**src/hw/uart_frame_pkg.sv**
```systemverilog
package uart_frame_pkg;

  // Register addresses on the register port
  localparam logic [7:0] ADDR_MODE    = 8'h90;
  localparam logic [7:0] ADDR_ERR     = 8'h91;
  localparam logic [7:0] ADDR_TXSTAT  = 8'h92;
  localparam logic [7:0] ADDR_RXBUF   = 8'h93;
  localparam logic [7:0] ADDR_TXBUF   = 8'h94;
  localparam logic [7:0] ADDR_DIV     = 8'h95;
  localparam logic [7:0] ADDR_CTRL    = 8'h96;

  // Mode register fields
  localparam int MODE_POWER     = 7;
  localparam int MODE_TXE       = 6;
  localparam int MODE_RXE       = 5;
  localparam int MODE_PS_HI     = 4;
  localparam int MODE_PS_LO     = 3;
  localparam int MODE_LEN8      = 2;
  localparam int MODE_STOP2     = 1;
  localparam int MODE_ERR_MERGE = 0;

  // Control register fields
  localparam int CTRL_DIR = 1;
  localparam int CTRL_INV = 0;

  // Status register fields
  localparam int ERR_PE      = 2;
  localparam int ERR_FE      = 1;
  localparam int ERR_OVE     = 0;
  localparam int TXSTAT_FULL = 1;
  localparam int TXSTAT_BUSY = 0;

  // Values after reset
  localparam logic [7:0] MODE_RST  = 8'h01;
  localparam logic [7:0] CTRL_RST  = 8'h00;
  localparam logic [7:0] DIV_RST   = 8'hff;
  localparam logic [7:0] RXBUF_RST = 8'hff;

  // Parity select codes {hi, lo}
  localparam logic [1:0] PAR_NONE = 2'h0;
  localparam logic [1:0] PAR_ZERO = 2'h1;
  localparam logic [1:0] PAR_ODD  = 2'h2;
  localparam logic [1:0] PAR_EVEN = 2'h3;

  // Frame and counter sizes
  localparam int FRAME_MAX = 12;
  localparam int RXSH_W    = 10;
  localparam int CNT_W     = 9;

  // Register port request
  typedef struct packed {
    logic [7:0] addr;
    logic       wr;
    logic       rd;
    logic [7:0] wdata;
  } reg_req_t;

  typedef enum logic [1:0] {RX_IDLE, RX_START, RX_DATA} rx_state_t;

endpackage : uart_frame_pkg

```
**src/hw/serial_in_sync.sv**
```systemverilog
// Three-stage input synchroniser; level moves only when stages two and three agree
module serial_in_sync (
  // Clock and reset
  input  wire logic i_clk,
  input  wire logic i_arst_n,
  // Pin and filtered level
  input  wire logic i_pin,
  output logic      o_level
);

  typedef struct packed {
    logic s1;
    logic s2;
    logic s3;
    logic level;
  } sync_st_t;

  sync_st_t st_reg;
  sync_st_t st_next;

  // Stage one feeds stage two only, so metastability stays contained
  always_comb
  begin
    st_next    = st_reg;
    st_next.s1 = i_pin;
    st_next.s2 = st_reg.s1;
    st_next.s3 = st_reg.s2;
    if (st_reg.s2 == st_reg.s3)
    begin
      st_next.level = st_reg.s3;
    end
  end

  // Idle line is high, so reset to high
  always_ff @(posedge i_clk or negedge i_arst_n)
  begin
    if (!i_arst_n)
    begin
      st_reg <= 4'hf;
    end
    else
    begin
      st_reg <= st_next;
    end
  end

  assign o_level = st_reg.level;

endmodule : serial_in_sync

```
**src/hw/uart_frame_txrx_core.sv**
```systemverilog
module uart_frame_txrx_core (
  // Clock and reset
  input  wire logic                     i_clk,
  input  wire logic                     i_arst_n,
  // Register port
  input  wire uart_frame_pkg::reg_req_t i_reg_req,
  output logic [7:0]                    o_reg_rdata,
  // Serial pins
  input  wire logic                     i_serial_in,
  output logic                          o_serial_out,
  // Event pulses
  output logic                          o_tx_done_irq,
  output logic                          o_rx_done_irq,
  output logic                          o_rx_error_irq
);

  typedef struct packed {
    logic [7:0]                            mode;
    logic [7:0]                            ctrl;
    logic [7:0]                            divisor;
    logic [7:0]                            tx_buf;
    logic                                  tx_full;
    logic                                  tx_busy;
    logic [uart_frame_pkg::FRAME_MAX-1:0]  tx_frame;
    logic [3:0]                            tx_left;
    logic [uart_frame_pkg::CNT_W-1:0]      tx_cnt;
    uart_frame_pkg::rx_state_t             rx_state;
    logic [uart_frame_pkg::CNT_W-1:0]      rx_cnt;
    logic [3:0]                            rx_bits;
    logic [uart_frame_pkg::RXSH_W-1:0]     rx_sh;
    logic                                  rx_prev;
    logic [7:0]                            rx_buf;
    logic                                  rx_unread;
    logic [2:0]                            err;
    logic [7:0]                            rdata;
    logic                                  pin;
    logic                                  tx_done;
    logic                                  rx_done;
    logic                                  rx_error;
  } core_st_t;

  core_st_t st_reg;
  core_st_t st_next;
  logic     rx_level;

  // Frame length in bits including start
  function automatic logic [3:0] frame_len(input logic len8, input logic has_par,
                                           input logic stop2);
    frame_len = 4'd1 + (len8 ? 4'd8 : 4'd7) + (has_par ? 4'd1 : 4'd0)
              + (stop2 ? 4'd2 : 4'd1);
  endfunction : frame_len

  // Reorders character bits into line order; the mapping is its own inverse
  function automatic logic [7:0] bit_order(input logic [7:0] d, input logic len8,
                                           input logic msb);
    logic [7:0] r;
    r = len8 ? d : {1'b0, d[6:0]};
    if (msb)
    begin
      for (int i = 0; i < 8; i++)
      begin
        if (len8)
        begin
          r[i] = d[7-i];
        end
        else if (i < 7)
        begin
          r[i] = d[6-i];
        end
      end
    end
    bit_order = r;
  endfunction : bit_order

  // Odd count of ones in the character
  function automatic logic ones_odd(input logic [7:0] d, input logic len8);
    ones_odd = len8 ? ^d : ^d[6:0];
  endfunction : ones_odd

  // Receive pin passes the three-stage synchroniser
  serial_in_sync u_rx_sync (
    .i_clk    (i_clk),
    .i_arst_n (i_arst_n),
    .i_pin    (i_serial_in),
    .o_level  (rx_level)
  );

  // Whole next-state computation
  always_comb
  begin
    logic                                 power;
    logic                                 len8;
    logic                                 msb;
    logic [1:0]                           par;
    logic                                 has_par;
    logic [uart_frame_pkg::CNT_W-1:0]     period;
    logic [uart_frame_pkg::CNT_W-1:0]     half;
    logic                                 lvl;
    logic [7:0]                           ord;
    logic [uart_frame_pkg::FRAME_MAX-1:0] frame;
    logic [3:0]                           dlen;
    logic [3:0]                           rx_last;
    logic [7:0]                           rx_data;
    logic                                 rx_par;
    logic                                 pe;
    logic                                 fe;
    logic                                 ove;
    logic                                 load;

    st_next          = st_reg;
    st_next.tx_done  = 1'b0;
    st_next.rx_done  = 1'b0;
    st_next.rx_error = 1'b0;
    power   = st_reg.mode[uart_frame_pkg::MODE_POWER];
    len8    = st_reg.mode[uart_frame_pkg::MODE_LEN8];
    msb     = st_reg.ctrl[uart_frame_pkg::CTRL_DIR];
    par     = {st_reg.mode[uart_frame_pkg::MODE_PS_HI], st_reg.mode[uart_frame_pkg::MODE_PS_LO]};
    has_par = (par != uart_frame_pkg::PAR_NONE);
    dlen    = len8 ? 4'd8 : 4'd7;
    // Bit time is twice the divisor; zero is treated as one to avoid a stuck counter
    half    = (st_reg.divisor == 8'h00) ? 9'h001 : {1'b0, st_reg.divisor};
    period  = {half[7:0], 1'b0};
    // Pin reads high while the unit is powered down
    lvl     = power ? rx_level : 1'b1;
    ord     = 8'h00;
    frame   = '1;
    rx_data = 8'h00;
    rx_par  = 1'b0;
    pe      = 1'b0;
    fe      = 1'b0;
    ove     = 1'b0;
    load    = 1'b0;
    rx_last = 4'(frame_len(len8, has_par, 1'b0) - 4'd2);

    // Register reads; status reads carry their side effects
    if (i_reg_req.rd)
    begin
      case (i_reg_req.addr)
        uart_frame_pkg::ADDR_MODE:   st_next.rdata = st_reg.mode;
        uart_frame_pkg::ADDR_ERR:
        begin
          st_next.rdata = {5'h00, st_reg.err};
          st_next.err   = 3'h0;
        end
        uart_frame_pkg::ADDR_TXSTAT:
          st_next.rdata = {6'h00, st_reg.tx_full, st_reg.tx_busy};
        uart_frame_pkg::ADDR_RXBUF:
        begin
          st_next.rdata     = st_reg.rx_buf;
          st_next.rx_unread = 1'b0;
        end
        uart_frame_pkg::ADDR_TXBUF:  st_next.rdata = st_reg.tx_buf;
        uart_frame_pkg::ADDR_DIV:    st_next.rdata = st_reg.divisor;
        uart_frame_pkg::ADDR_CTRL:   st_next.rdata = {6'h00, st_reg.ctrl[1:0]};
        default:                     st_next.rdata = 8'h00;
      endcase
    end

    // Register writes
    if (i_reg_req.wr)
    begin
      case (i_reg_req.addr)
        uart_frame_pkg::ADDR_MODE:   st_next.mode    = i_reg_req.wdata;
        uart_frame_pkg::ADDR_DIV:    st_next.divisor = i_reg_req.wdata;
        uart_frame_pkg::ADDR_CTRL:   st_next.ctrl    = {6'h00, i_reg_req.wdata[1:0]};
        uart_frame_pkg::ADDR_TXBUF:
        begin
          // Writing while full overwrites the waiting character
          if (power && st_reg.mode[uart_frame_pkg::MODE_TXE])
          begin
            st_next.tx_buf  = i_reg_req.wdata;
            st_next.tx_full = 1'b1;
          end
        end
        default:
        begin
        end
      endcase
    end

    // Transmit shifter: one bit per bit time
    if (st_reg.tx_busy)
    begin
      if (st_reg.tx_cnt == period - 9'd1)
      begin
        st_next.tx_cnt   = '0;
        st_next.tx_frame = {1'b1, st_reg.tx_frame[uart_frame_pkg::FRAME_MAX-1:1]};
        st_next.tx_left  = st_reg.tx_left - 4'd1;
        if (st_reg.tx_left == 4'd1)
        begin
          st_next.tx_done = 1'b1;
          st_next.tx_busy = 1'b0;
          load            = st_reg.tx_full;
        end
      end
      else
      begin
        st_next.tx_cnt = st_reg.tx_cnt + 9'd1;
      end
    end
    else
    begin
      load = st_reg.tx_full;
    end

    // Buffer to shifter transfer with start, parity and stops added
    if (load)
    begin
      ord      = bit_order(st_reg.tx_buf, len8, msb);
      frame[0] = 1'b0;
      for (int i = 0; i < 8; i++)
      begin
        if (i < 7 || len8)
        begin
          frame[1+i] = ord[i];
        end
      end
      case (par)
        uart_frame_pkg::PAR_EVEN: frame[dlen+4'd1] = ones_odd(st_reg.tx_buf, len8);
        uart_frame_pkg::PAR_ODD:  frame[dlen+4'd1] = !ones_odd(st_reg.tx_buf, len8);
        uart_frame_pkg::PAR_ZERO: frame[dlen+4'd1] = 1'b0;
        default:
        begin
        end
      endcase
      st_next.tx_frame = frame;
      st_next.tx_left  = frame_len(len8, has_par, st_reg.mode[uart_frame_pkg::MODE_STOP2]);
      st_next.tx_cnt   = '0;
      st_next.tx_busy  = 1'b1;
      st_next.tx_full  = 1'b0;
    end

    // Receiver: edge, start check at half bit, then mid-bit samples
    st_next.rx_prev = lvl;
    case (st_reg.rx_state)
      uart_frame_pkg::RX_IDLE:
      begin
        if (st_reg.mode[uart_frame_pkg::MODE_RXE] && st_reg.rx_prev && !lvl)
        begin
          st_next.rx_state = uart_frame_pkg::RX_START;
          st_next.rx_cnt   = '0;
        end
      end
      uart_frame_pkg::RX_START:
      begin
        if (st_reg.rx_cnt == half - 9'd1)
        begin
          st_next.rx_cnt   = '0;
          st_next.rx_bits  = 4'd0;
          // A high level here was a glitch, so wait for the next edge
          st_next.rx_state = lvl ? uart_frame_pkg::RX_IDLE : uart_frame_pkg::RX_DATA;
        end
        else
        begin
          st_next.rx_cnt = st_reg.rx_cnt + 9'd1;
        end
      end
      uart_frame_pkg::RX_DATA:
      begin
        if (st_reg.rx_cnt == period - 9'd1)
        begin
          st_next.rx_cnt                = '0;
          st_next.rx_sh[st_reg.rx_bits] = lvl;
          st_next.rx_bits               = st_reg.rx_bits + 4'd1;
          if (st_reg.rx_bits == rx_last)
          begin
            rx_data = len8 ? st_reg.rx_sh[7:0] : {1'b0, st_reg.rx_sh[6:0]};
            rx_par  = len8 ? st_reg.rx_sh[8] : st_reg.rx_sh[7];
            case (par)
              uart_frame_pkg::PAR_EVEN: pe = ones_odd(rx_data, len8) ^ rx_par;
              uart_frame_pkg::PAR_ODD:  pe = !(ones_odd(rx_data, len8) ^ rx_par);
              default:                  pe = 1'b0;
            endcase
            fe  = !lvl;
            ove = st_next.rx_unread;
            if (!ove)
            begin
              st_next.rx_buf    = bit_order(rx_data, len8, msb);
              st_next.rx_unread = 1'b1;
            end
            // Flags set at frame end win over a clearing read in the same cycle
            st_next.err[uart_frame_pkg::ERR_PE]  = st_next.err[uart_frame_pkg::ERR_PE] | pe;
            st_next.err[uart_frame_pkg::ERR_FE]  = st_next.err[uart_frame_pkg::ERR_FE] | fe;
            st_next.err[uart_frame_pkg::ERR_OVE] = st_next.err[uart_frame_pkg::ERR_OVE] | ove;
            if ((pe || fe || ove) && !st_reg.mode[uart_frame_pkg::MODE_ERR_MERGE])
            begin
              st_next.rx_error = 1'b1;
            end
            else
            begin
              st_next.rx_done = 1'b1;
            end
            st_next.rx_state = uart_frame_pkg::RX_IDLE;
          end
        end
        else
        begin
          st_next.rx_cnt = st_reg.rx_cnt + 9'd1;
        end
      end
      default:
      begin
        st_next.rx_state = uart_frame_pkg::RX_IDLE;
      end
    endcase

    // Disables reset their circuits; power down also clears status and buffer
    if (!power || !st_reg.mode[uart_frame_pkg::MODE_TXE])
    begin
      st_next.tx_busy = 1'b0;
      st_next.tx_full = 1'b0;
      st_next.tx_cnt  = '0;
      st_next.tx_done = 1'b0;
    end
    if (!power || !st_reg.mode[uart_frame_pkg::MODE_RXE])
    begin
      st_next.rx_state = uart_frame_pkg::RX_IDLE;
      st_next.rx_cnt   = '0;
      st_next.rx_done  = 1'b0;
      st_next.rx_error = 1'b0;
    end
    if (!power)
    begin
      st_next.err       = 3'h0;
      st_next.rx_buf    = uart_frame_pkg::RXBUF_RST;
      st_next.rx_unread = 1'b0;
    end

    // Pin is high except while a frame is on the line
    st_next.pin = (power && st_next.tx_busy)
                ? (st_next.tx_frame[0] ^ st_reg.ctrl[uart_frame_pkg::CTRL_INV])
                : 1'b1;
  end

  // State register
  always_ff @(posedge i_clk or negedge i_arst_n)
  begin
    if (!i_arst_n)
    begin
      st_reg          <= '0;
      st_reg.mode     <= uart_frame_pkg::MODE_RST;
      st_reg.ctrl     <= uart_frame_pkg::CTRL_RST;
      st_reg.divisor  <= uart_frame_pkg::DIV_RST;
      st_reg.tx_frame <= '1;
      st_reg.rx_state <= uart_frame_pkg::RX_IDLE;
      st_reg.rx_prev  <= 1'b1;
      st_reg.rx_buf   <= uart_frame_pkg::RXBUF_RST;
      st_reg.pin      <= 1'b1;
    end
    else
    begin
      st_reg <= st_next;
    end
  end

  // Outputs straight from the state register
  assign o_reg_rdata    = st_reg.rdata;
  assign o_serial_out   = st_reg.pin;
  assign o_tx_done_irq  = st_reg.tx_done;
  assign o_rx_done_irq  = st_reg.rx_done;
  assign o_rx_error_irq = st_reg.rx_error;

endmodule : uart_frame_txrx_core

```
**config.mk**
```make
export PLATFORM = sky130hd
export DESIGN_NAME = uart_frame_txrx_core
export DESIGN_NICKNAME = d
export VERILOG_FILES = /design/src/hw/uart_frame_pkg.sv /design/src/hw/serial_in_sync.sv /design/src/hw/uart_frame_txrx_core.sv
export SDC_FILE = /design/constraint.sdc
export NUM_CORES = 1
export LEC_CHECK = 0
export BUFFER_PORTS_ARGS = -buffer_cell sky130_fd_sc_hd__buf_2
export CORE_MARGIN = 8
export CORE_UTILIZATION = 60
export DETAILED_ROUTE_END_ITERATION = 6
export PLACE_DENSITY_LB_ADDON = 0.05
export SLEW_MARGIN = 5
export SYNTH_ARGS = -nofsm -noshare
export SYNTH_HDL_FRONTEND = slang
export SYNTH_SLANG_ARGS = --single-unit
export TNS_END_PERCENT = 100
```
**constraint.sdc**
```tcl
create_clock -name i_clk -period 8.35 [get_ports i_clk]
set_input_delay 1.2525 -clock i_clk [delete_from_list [all_inputs] [get_ports i_clk]]
set_output_delay 1.2525 -clock i_clk [all_outputs]
set_load 0.05 [all_outputs]
```
# Yosys cells after proc, flatten, opt, wreduce, memory -nomap -nowiden
# Index checks and enable logic that the tools add are counted.
totals:
  register_bits: 107
  latch_bits: 0
  ram_bits: 0
  mem_bits_ro: 0
  in_bits: 21
  output_inout_bits: 12
  word_cells: 217
  memories: 0
op_classes:
  n_addsub: 11
  n_mul: 0
  div_mod_pow: 0
  magnitude_cmp: 4
  eq_ne: 28
  shifts: 0
  n_mux: 96
  bitwise_logic: 7
  n_reduce_logical: 44
op_table:
  columns: ["operator", "n"]
  rows:
  - ["$mux W12", 5]
  - ["$eq A8 B8 Y1 const B", 7]
  - ["$pmux W8 S7", 1]
  - ["$mux W1", 50]
  - ["$mux W8", 6]
  - ["$mux W9", 5]
  - ["$pmux W12 S3", 1]
  - ["$eq A9 B9 Y1", 3]
  - ["$mux W27", 1]
  - ["$pmux W9 S3", 1]
  - ["$mux W26", 1]
  - ["$bwmux W12", 2]
  - ["$mux W11", 2]
  - ["$mux W2", 10]
  - ["$add A9 B1 Y9 const B", 2]
  - ["$mux W17", 1]
  - ["$reduce_xor A8 Y1", 2]
  - ["$mux W14", 1]
  - ["$reduce_xor A7 Y1", 2]
  - ["$and A12 B12 Y12", 1]
  - ["$ne A3 B3 Y1 const B", 4]
  - ["$not A12 Y12", 1]
  - ["$reduce_and A2 Y1", 6]
  - ["$reduce_bool A3 Y1", 4]
  - ["35 further kinds", 71]

# Longest topological paths before layout
# Gate-level depths: netlist (run 1).
depth:
  ltp_word: 17
  depth_mapped: 14

# Cells and area by module
# A second synthesis (run 1) with hierarchy kept.
hier_totals:
  cells_unflattened: 659
  hier_area_um2: 6636.4
modules_own_cells:
  columns: ["module", "instances", "cells_each", "area_each_um2", "seq_area_each_um2"]
  rows:
  - ["uart_frame_txrx_core", 1, 654, 6520.0, 2591.2]
  - ["serial_in_sync", 1, 5, 116.4, 105.1]

# Least setup slack after synthesis (run 1)
# No wires, ideal clock.
synth_path:
  path_kind: "reg2reg"
  start: "reg st_reg[87] (netlist bit)"
  end: "reg st_reg[16] (netlist bit)"
  arrival_ns: 3.365
  t_required_ns: 8.268
  setup_slack_ns: 4.903
  stages_incl_launch_ff: 13
  n_path_buf: 1
  period_less_slack_ns: 3.447
  cell_sequence: "dfstp_2 > buf_6 > or3_1 > nor3_2 > nor2_1 > ha_1 > xor2_1 > nand4_1 > a2111oi_0 > o311a_1 > nand4_4 > a21oi_4 > mux2_4"
synth_between:
  elab_chain_cells: 6
synth_lines:
  columns: ["element", "line_no", "rtl"]
  rows:
  - ["from (decl)", "uart_frame_txrx_core.sv:42", "core_st_t st_reg;"]
  - ["from (signal assigned)", "uart_frame_txrx_core.sv:352", "st_reg <= st_next;"]
  - ["$logic_not A8 Y1", "uart_frame_txrx_core.sv:121", "half = (st_reg.divisor == 8'h00) ? 9'h001 : {1'b0, st_reg.divisor};"]
  - ["$mux W8 *", "uart_frame_txrx_core.sv:121", null]
  - ["$sub A9 B1 Y9 *", "uart_frame_txrx_core.sv:260", "if (st_reg.rx_cnt == period - 9'd1)"]
  - ["$eq A9 B9 Y1 *", "uart_frame_txrx_core.sv:260", null]
  - ["$ne A2 B1 Y1 (no line) *", null, null]
  - ["$reduce_and A4 Y1 (no line) *", null, null]
# Every way passes the cells marked *; elsewhere a longest branch is shown, timed or not.
# A chain may end at the register's enable or synchronous reset.

==> flow_summary.ini, run 1 <==
[outcome]
status = completed

[clocking]
h-tree-depth = 3
clock_path_buffers = 2
ctsHoldBuffers = 0
post_cts_resized = 0
cts_setup_buffers = 0
clk_pin_slew_ps = 110
cts_tree = built
cts_buffers = 9
clock_sinks = 106
clockRootBuffer = clkbuf_8
clkLatencyLatePin_ps = 400

[global_route]
use_met2_pct = 36.9
met1_usage_pct = 29.0
antenna_found_initial = 1
grt_max_degree = 60
top_usage_layer = met2
grt_overflow_total = 0
grt_pass1_wl_mm = 26.8
grt_use_met3_pct = 6.24
grt_use_total_pct = 22.8
first_global_vias = 5100

[critical_path]
r2r_cells = 11
start_kind = register
max_stage_delay_ps = 570
path_depth = 11
reg2reg_slack_ps = 4310
crit_buf_inv = 0
worstPathCellList = or3_1, nor3_2, nor2_1, ha_1, xor2_1, nand4_1, a2111oi_0, o311a_1, and3_1, nand4_1, mux2_1
required_ps = 8620
critPathCaptureType = register
r2r_start = st_reg[89]$_DFFE_PN1P_
crit_top_cell = nand4_1
critPathTopFamily = simple AND/OR/NAND/NOR gates
cp_max_fo = 14
cp.arrival_ps = 4310
crit_type = register to register
slowest_stage = a2111oi_0

[cells_and_area]
final_common_cell = dfrtp_1
nNetsFinal = 707
largest_reg_flops = 81
fin_cells = 815
drive_gt1_share_pct = 21.8
nFillCells = 913
area_growth_pct = 5.65
diodes = 0
multiInputGateArea_um2 = 3630
regArea_um2 = 2700
final_cell_mix = 71 x dfrtp_1, 63 x nand2_1, 35 x dfstp_2

[timing]
finalCriticalPeriod_ps = 4040
fin_crit_sh_pct = 48.4
setup_viol = 0
final_hold_viol_count = 0
fin_setup_tns_ps = 0
rsz0062_at_grt = no
fmax_mhz = 248
finClkSkew_ps = 18.5
finalMaxSlewViolations = 0
tightest_slew_ps = 1080
slew_headroom_pct = 27.6

[detailed_routing]
drt-wirelength-per-cell_um = 20.1
via_per_inst = 6.37
vias = 5194
dr.pass1.iters = 5
drc = 0
wl_mm = 16.4
drt_iter0_markers = 547
antenna_left = 0

[floorplanning]
dieHeight_um = 121
die_area_um2 = 14700
die_width_um = 121
start_util_pct = 61.5
rows = 38
core_um2 = 10800
io_pins = 33

[logic_synthesis]
ys_ff_latch = 106
postSynth.asyncResetShare_pct = 100
syn_avg_cell_area_um2 = 9.99
synth_cells = 667
synth_cell_types = 80
synth_area_um2 = 6660
synth.area.top_cells = dfrtp_1 27%, dfstp_2 14%, mux2_2 4.9%
ys_seq_area_share_pct = 40.5
synth-main-ff-cell = dfrtp_1
synth_nets = 704
synth_warnings = 0
yosysTopAreaCellShare_pct = 26.7
synth_edf_count = 0
yosysTopAreaCell = dfrtp_1

[min_path]
hold_class = register to register
hold_path_depth = 0
holdPathEnd = u_rx_sync.st_next[1]$_DFF_PN1_
hp-start = u_rx_sync.st_next[2]$_DFF_PN1_

[place]
placedCellCount = 799
gp_congestion = 0.920
numPortBuffers = 32
post-dp-hpwl_mm = 12.0

[pwr]
static-leakage-power_nw = 2.89
p_per_area_nw_per_um2 = 139
vdd_ir_drop_max_mv = 0.172

[job]
maxCapViolCount = 0
[layer usage]
metal / up-vias / share of wire, %
met2: 143 / 48
met1: 2577 / 45
met4: 2 / 2.0
met3: 28 / 5.5
li1: 2444 / -
met5: - / 0.079
[area by class of cell]
type                    count  area share (%)
clock buffers               9            1.76
clock inverters             7            1.42
inverters                  31            1.65
multi-input cells         486            51.6
flip-flops and latches    106            38.3
well taps                 140            2.49
repair buffers             36            2.74
[worst register-to-register path: cells and delay by family, from the launching register on]
| family | cells | cell delay, ps |
|---|---|---|
| multiplexers | 1 | 360 |
| AND/OR/NAND/NOR | 6 | 1460 |
| XOR/XNOR | 1 | 190 |
| adder cells (fa/ha/maj) | 1 | 380 |
| flip-flops | 1 | 480 |
| AO/OA/AOI/OAI | 2 | 1040 |
[power by group]
group	total (mW)	switching, mW	internal (mW)	leakage [nW]
clock network	0.361	0.189	0.171	0.108
logic	0.0777	0.0464	0.0312	1.44
registers	0.543	0.0196	0.524	1.35
[cell usage after synthesis, drive strengths merged (3+ instances only)]
master,n
nand2b,18
a211oi,8
nor2,24
buf,20
clkbuf,24
a31oi,6
a211o,4
nor3,18
or2,5
dfrtp,71
o21ai,35
mux2i,19
o22ai,10
or3,5
xnor2,29
and2,8
a2bb2oi,3
nor3b,4
a22o,9
a21oi,12
a222oi,4
a311oi,3
a221oi,9
a21o,7
nand4,16
mux2,43
a21boi,6
dfstp,35
nor4b,3
ha,15
xor2,10
nand3,15
and3,11
o211ai,5
a2111oi,4
nor4,7
inv,31
a22oi,4
nand2,63
a221o,8
nor2b,6
o21bai,4
[logic make-up after synthesis]
family | after synthesis | synth area share (%)
mux | 62 | 10.5
compound gates | 154 | 17.3
fa+ha+maj | 17 | 3.27
xor+xnor | 41 | 5.80
flops | 106 | 40.5
buf+inv | 75 | 4.98
simple gates | 212 | 17.6
[worst max path at each step]
stage                            from  slack, ps                     end
2_1_floorplan  st_reg[87]$_DFFE_PN1P_       4900  st_reg[16]$_DFFE_PN1P_
3_3_place_gp   st_reg[89]$_DFFE_PN1P_       4560                register
3_5_place_dp   st_reg[89]$_DFFE_PN1P_       4410  st_reg[61]$_DFFE_PN0P_
4_1_cts        st_reg[89]$_DFFE_PN1P_       4350                register
5_1_grt        st_reg[89]$_DFFE_PN1P_       4060  st_reg[67]$_DFFE_PN1P_
6_report       st_reg[89]$_DFFE_PN1P_       4310                register
[stage by stage]
step	worst slack, ps	instance area (um^2)	utilization (%)	hold slack [ps]	power [mW]
5_1_grt	4060	7040	64.9	366	1.02
2_1_floorplan	4900	6660	-	345	0.595
3_5_place_dp	4410	6820	62.9	349	0.629
6_report	4310	7040	64.9	363	0.981
4_1_cts	4350	7040	64.9	364	0.989
3_3_place_gp	4560	6820	62.9	348	0.627
Power figures use the tool's default switching activity.
==> run 2, diff against run 1 <==
Clock period 8.35 ns to 4.1 ns, I/O delays scaled along.
==> run 2 against run 1 <==
Sequential power rose by 100%. Global-route usage shrank 0.28 points. Core utilization grew 0.46 points. Fmax rose by 4.5%. Clock skew is 9.1 ps lower. Via count fell by 0.12%. Critical path depth down 1.
==> flow_summary.ini, run 2 (same netlist as run 1, synthesis figures left out) <==
[clocking]
clock_sinks = 106
cts_tree = built
h-tree-depth = 3
clockRootBuffer = clkbuf_8
clkLatencyLatePin_ps = 390
clock_path_buffers = 2
clk_pin_slew_ps = 100
cts_buffers = 9

[critical_path]
r2r_start = st_reg[89]$_DFFE_PN1P_
reg2reg_slack_ps = 240
crit_type = register to register
worstPathCellList = or3_1, nor3_2, nor2_1, ha_1, or4b_4, or3_4, a311oi_4, and3_1, nand4_1, mux2_1
required_ps = 4380
worstSetupStartpoint = st_reg[89]$_DFFE_PN1P_
cp.arrival_ps = 4150
max_stage_delay_ps = 730
critPathCaptureType = register
slowest_stage = dfstp_2
start_kind = register
cp_max_fo = 14

[place]
gp_congestion = 0.910
numPortBuffers = 32
post-dp-hpwl_mm = 11.6

[timing]
fmax_mhz = 259
fin_setup_tns_ps = 0
final_hold_viol_count = 0
rsz0062_at_grt = no
finClkSkew_ps = 9.41
setup_viol = 0
finalMaxSlewViolations = 0
tightest_slew_ps = 924
fin_crit_sh_pct = 94.3
finalCriticalPeriod_ps = 3860
slew_headroom_pct = 38.4
fin_hold_ws_ps = 308

[floorplanning]
rows = 38
die_width_um = 121
io_pins = 33
dieHeight_um = 121
die_area_um2 = 14700
start_util_pct = 61.5
core_um2 = 10800

[pwr]
vdd_ir_drop_max_mv = 0.244
static-leakage-power_nw = 2.92
p_per_area_nw_per_um2 = 282

[cells_and_area]
final_cell_mix = 71 x dfrtp_1, 63 x nand2_1, 35 x dfstp_2
diodes = 0
final_common_cell = dfrtp_1
nNetsFinal = 711
area_growth_pct = 6.40
drive_gt1_share_pct = 22.4
nFillCells = 886
largest_reg_flops = 81

[detailed_routing]
drt_iter0_markers = 427
vias = 5188
via_per_inst = 6.33
drt-wirelength-per-cell_um = 19.3
wl_mm = 15.8
drc = 0
dr.pass1.iters = 6
antenna_left = 0

[global_route]
antenna_found_initial = 0
grt_overflow_total = 0
grt_max_degree = 75
grt_use_total_pct = 22.5
grt_pass1_wl_mm = 26.2
first_global_vias = 5048

[job]
maxCapViolCount = 0

[min_path]
hp-start = i_serial_in
hold_class = primary input to register

[outcome]
status = completed
[run 2: cell count changes in the layout (fill, tap and decap cells not counted)]
cell	before	now
a31oi_2	1	2
a2111oi_0	4	2
clkbuf_1	0	1
a31oi_1	5	4
buf_4	5	9
clkinv_2	1	0
clkinv_4	0	2
a2111oi_1	0	2
inv_8	1	0
xnor2_2	0	1
clkinvlp_4	2	0
xnor2_1	29	28
clkbuf_8	9	10
[run 2: final timing paths]
| check | endpoint | cells after the start |
|---|---|---|
| max | register | 10 |
| min | u_rx_sync.st_next[2]$_DFF_PN1_ | 1 |
| max reg2reg | register | 10 |
| min reg2reg | u_rx_sync.st_next[1]$_DFF_PN1_ | 0 |
| max in group asynchronous | st_reg[63]$_DFF_PN1_ | 2 |
| min in group asynchronous | o_reg_rdata[5]$_DFFE_PN0P_ | 1 |
[run 2: cell type report]
cell class                 instances  area (um^2)  share of cell area, %
multi-input combinational        486         3650                   51.5
timing repair buffer              40          223                   3.14
clock buffer                      11          141                   1.99
inverter                          31          116                   1.64
clock inverter                     5         86.3                   1.22
tap                              140          175                   2.47
sequential                       106         2700                   38.0
[run 2: metrics by stage]
| stage | total power [mW] | utilization (%) | setup WS [ps] | cells | area (um^2) |
|---|---|---|---|---|---|
| 6_report | 2.00 | 65.4 | 235 | 819 | 7090 |
| 5_1_grt | 2.07 | 65.4 | 25.8 | 819 | 7090 |
| 4_1_cts | 2.01 | 65.2 | 196 | 819 | 7070 |
| 3_5_place_dp | 1.28 | 63.1 | 239 | 803 | 6850 |
| 3_3_place_gp | 1.28 | 63.1 | 344 | 803 | 6850 |
| 2_1_floorplan | 1.21 | - | 653 | 667 | 6660 |
[run 2: where the power goes]
| part | internal, mW | switching, mW |
|---|---|---|
| logic | 0.0650 | 0.0983 |
| registers | 1.07 | 0.0353 |
| clock network | 0.365 | 0.368 |
| total | 1.50 | 0.502 |
[run 2: routing by layer]
metal,up-vias,GRT usage [%],part of all wire [%]
li1,2447,-,-
met1,2586,29.2,45
met2,133,36.1,49
met3,22,5.68,4.8
met4,0,6.78,1.9
met5,-,0,0
[run 2: critical path: cells and delay by family, from the launching register on]
family / cells / cell delay [ps]
muxes: 1 / 350
DFF: 1 / 730
and+or+nand+nor: 7 / 1920
AOI/OAI and AO/OA: 1 / 490
adders and majority gates: 1 / 250
[run 2: timing repair]
action                     in CTS  in global routing
resized for setup               0                  4
setup buffers                   0                  0
setup endpoints to repair       0                 19
hold buffers                    0                  0
==> run 3, diff against run 2 <==
Settings changed: CORE_UTILIZATION 60 to 50.
==> run 3 against run 2 <==
Non-clock buffer count grew 2. First-iteration DRC count shrank 9.8%. Sequential power is essentially flat. Setup slack gained 15 ps. Total power grew 8.5%. Flip-flop and latch count is the same. Design area grew 1.8%. Fmax grew 0.38%. Sequential share of layout area shrank 0.69 points. Clock skew shrank 1.9 ps. Register-to-register slack is essentially flat.
==> flow_summary.ini, run 3 (same netlist as run 1, synthesis figures left out) <==
[outcome]
status = completed

[clocking]
cts_buffers = 9
ctsHoldBuffers = 0
clock_path_buffers = 2
clockRootBuffer = clkbuf_16
clk_pin_slew_ps = 70
clock_sinks = 106
clkLatencyLatePin_ps = 360
cts_tree = built
h-tree-depth = 3

[timing]
finClkSkew_ps = 7.49
fin_setup_tns_ps = 0
finalMaxSlewViolations = 0
setup_viol = 0
finalCriticalPeriod_ps = 3850
tightest_slew_ps = 1120
final_hold_viol_count = 0
fin_hold_ws_ps = 349
rsz0062_at_grt = no
slew_headroom_pct = 25.4
fin_crit_sh_pct = 93.9
fmax_mhz = 260

[global_route]
grt_max_degree = 89
grt_pass1_wl_mm = 27.3
antenna_found_initial = 0
first_global_vias = 5108
grt_use_total_pct = 19.6
grt_overflow_total = 0

[detailed_routing]
vias = 5146
via_per_inst = 6.00
drt-wirelength-per-cell_um = 19.5
wl_mm = 16.7
drt_iter0_markers = 385
antenna_left = 0
dr.pass1.iters = 6
drc = 0

[place]
numPortBuffers = 32
gp_congestion = 0.940
post-dp-hpwl_mm = 12.1

[critical_path]
required_ps = 4340
cp.arrival_ps = 4090
critPathCaptureType = register
start_kind = register
cp_max_fo = 14
crit_type = register to register

[pwr]
power_frac_clock_pct = 41.6
power_frac_comb_pct = 7.8
p_per_area_nw_per_um2 = 300
vdd_ir_drop_max_mv = 0.190
pwr-share-seq_pct = 50.6
intPower_mw = 1.63
swShare_pct = 25.1
static-leakage-power_nw = 2.96
switchingPower_uw = 544

[cells_and_area]
largest_reg_flops = 81
fin_util_pct = 55.0
nNetsFinal = 713
area_growth_pct = 8.36
final_cell_mix = 71 x dfrtp_1, 63 x nand2_1, 35 x dfstp_2
final_common_cell = dfrtp_1
diodes = 0
nFillCells = 1158
drive_gt1_share_pct = 22.5

[floorplanning]
io_pins = 33
start_util_pct = 50.7
rows = 42
die_area_um2 = 17300
dieHeight_um = 131
die_width_um = 131
core_um2 = 13100

[min_path]
hold_class = primary input to register

[job]
maxCapViolCount = 0
run 3: worst paths after layout:
path,start,to,slack (ps),cells past startpoint
setup / recovery,st_reg[89]$_DFFE_PN1P_,register,250,10
hold / removal,i_serial_in,u_rx_sync.st_next[2]$_DFF_PN1_,350,1
setup reg to reg,st_reg[89]$_DFFE_PN1P_,register,250,10
hold reg to reg,u_rx_sync.st_next[2]$_DFF_PN1_,u_rx_sync.st_next[1]$_DFF_PN1_,360,0
max in group asynchronous,i_arst_n,st_reg[85]$_DFFE_PN1P_,2660,2
min in group asynchronous,i_arst_n,o_reg_rdata[4]$_DFFE_PN0P_,440,1
run 3: area by class of cell:
| type | count | area [um^2] | share of cell area (%) |
|---|---|---|---|
| sequential | 106 | 2700 | 37.3 |
| tap | 176 | 220 | 3.05 |
| timing repair buffer | 42 | 238 | 3.29 |
| clock inverter | 5 | 62.6 | 0.867 |
| multi-input combinational | 486 | 3640 | 50.5 |
| inverter | 31 | 116 | 1.61 |
| clock buffer | 11 | 243 | 3.36 |
run 3: repair_timing:
item	CTS	global route
gates resized for setup	0	3
setup endpoints to repair	0	25
buffers inserted	0	1
run 3: power groups by stage:
stage	clock [mW]	combinational [mW]	sequential [mW]
floorplan	0	0.118	1.09
global placement	0	0.165	1.11
detailed placement	0	0.167	1.12
CTS	0.927	0.168	1.10
global route	0.970	0.186	1.10
finish	0.903	0.168	1.10
run 3: critical path: stages, from the launching register on:
cell and delay, ps:
dfstp_2 720, or3_1 250, nor3_2 80, nor2_1 150, ha_1 230, or4b_4 510, or3_4 390, a311oi_4 490
and3_1 400, nand4_1 150, mux2_1 350
run 3: routing by layer:
metal | global-route usage [%] | up-vias | routed length, um
li1 | - | 2450 | -
met1 | 26.0 | 2538 | 7800
met2 | 30.7 | 130 | 7790
met3 | 4.50 | 28 | 718
met4 | 7.08 | 0 | 368
met5 | 0 | - | 0
run 3: stage by stage:
step	instances	setup WS (ps)	power, mW	area (um^2)
global placement	840	312	1.28	6900
detailed placement	840	233	1.28	6900
CTS	856	218	2.19	7200
finish	857	250	2.17	7220
global route	857	21.9	2.26	7220
floorplan	667	653	1.21	6660
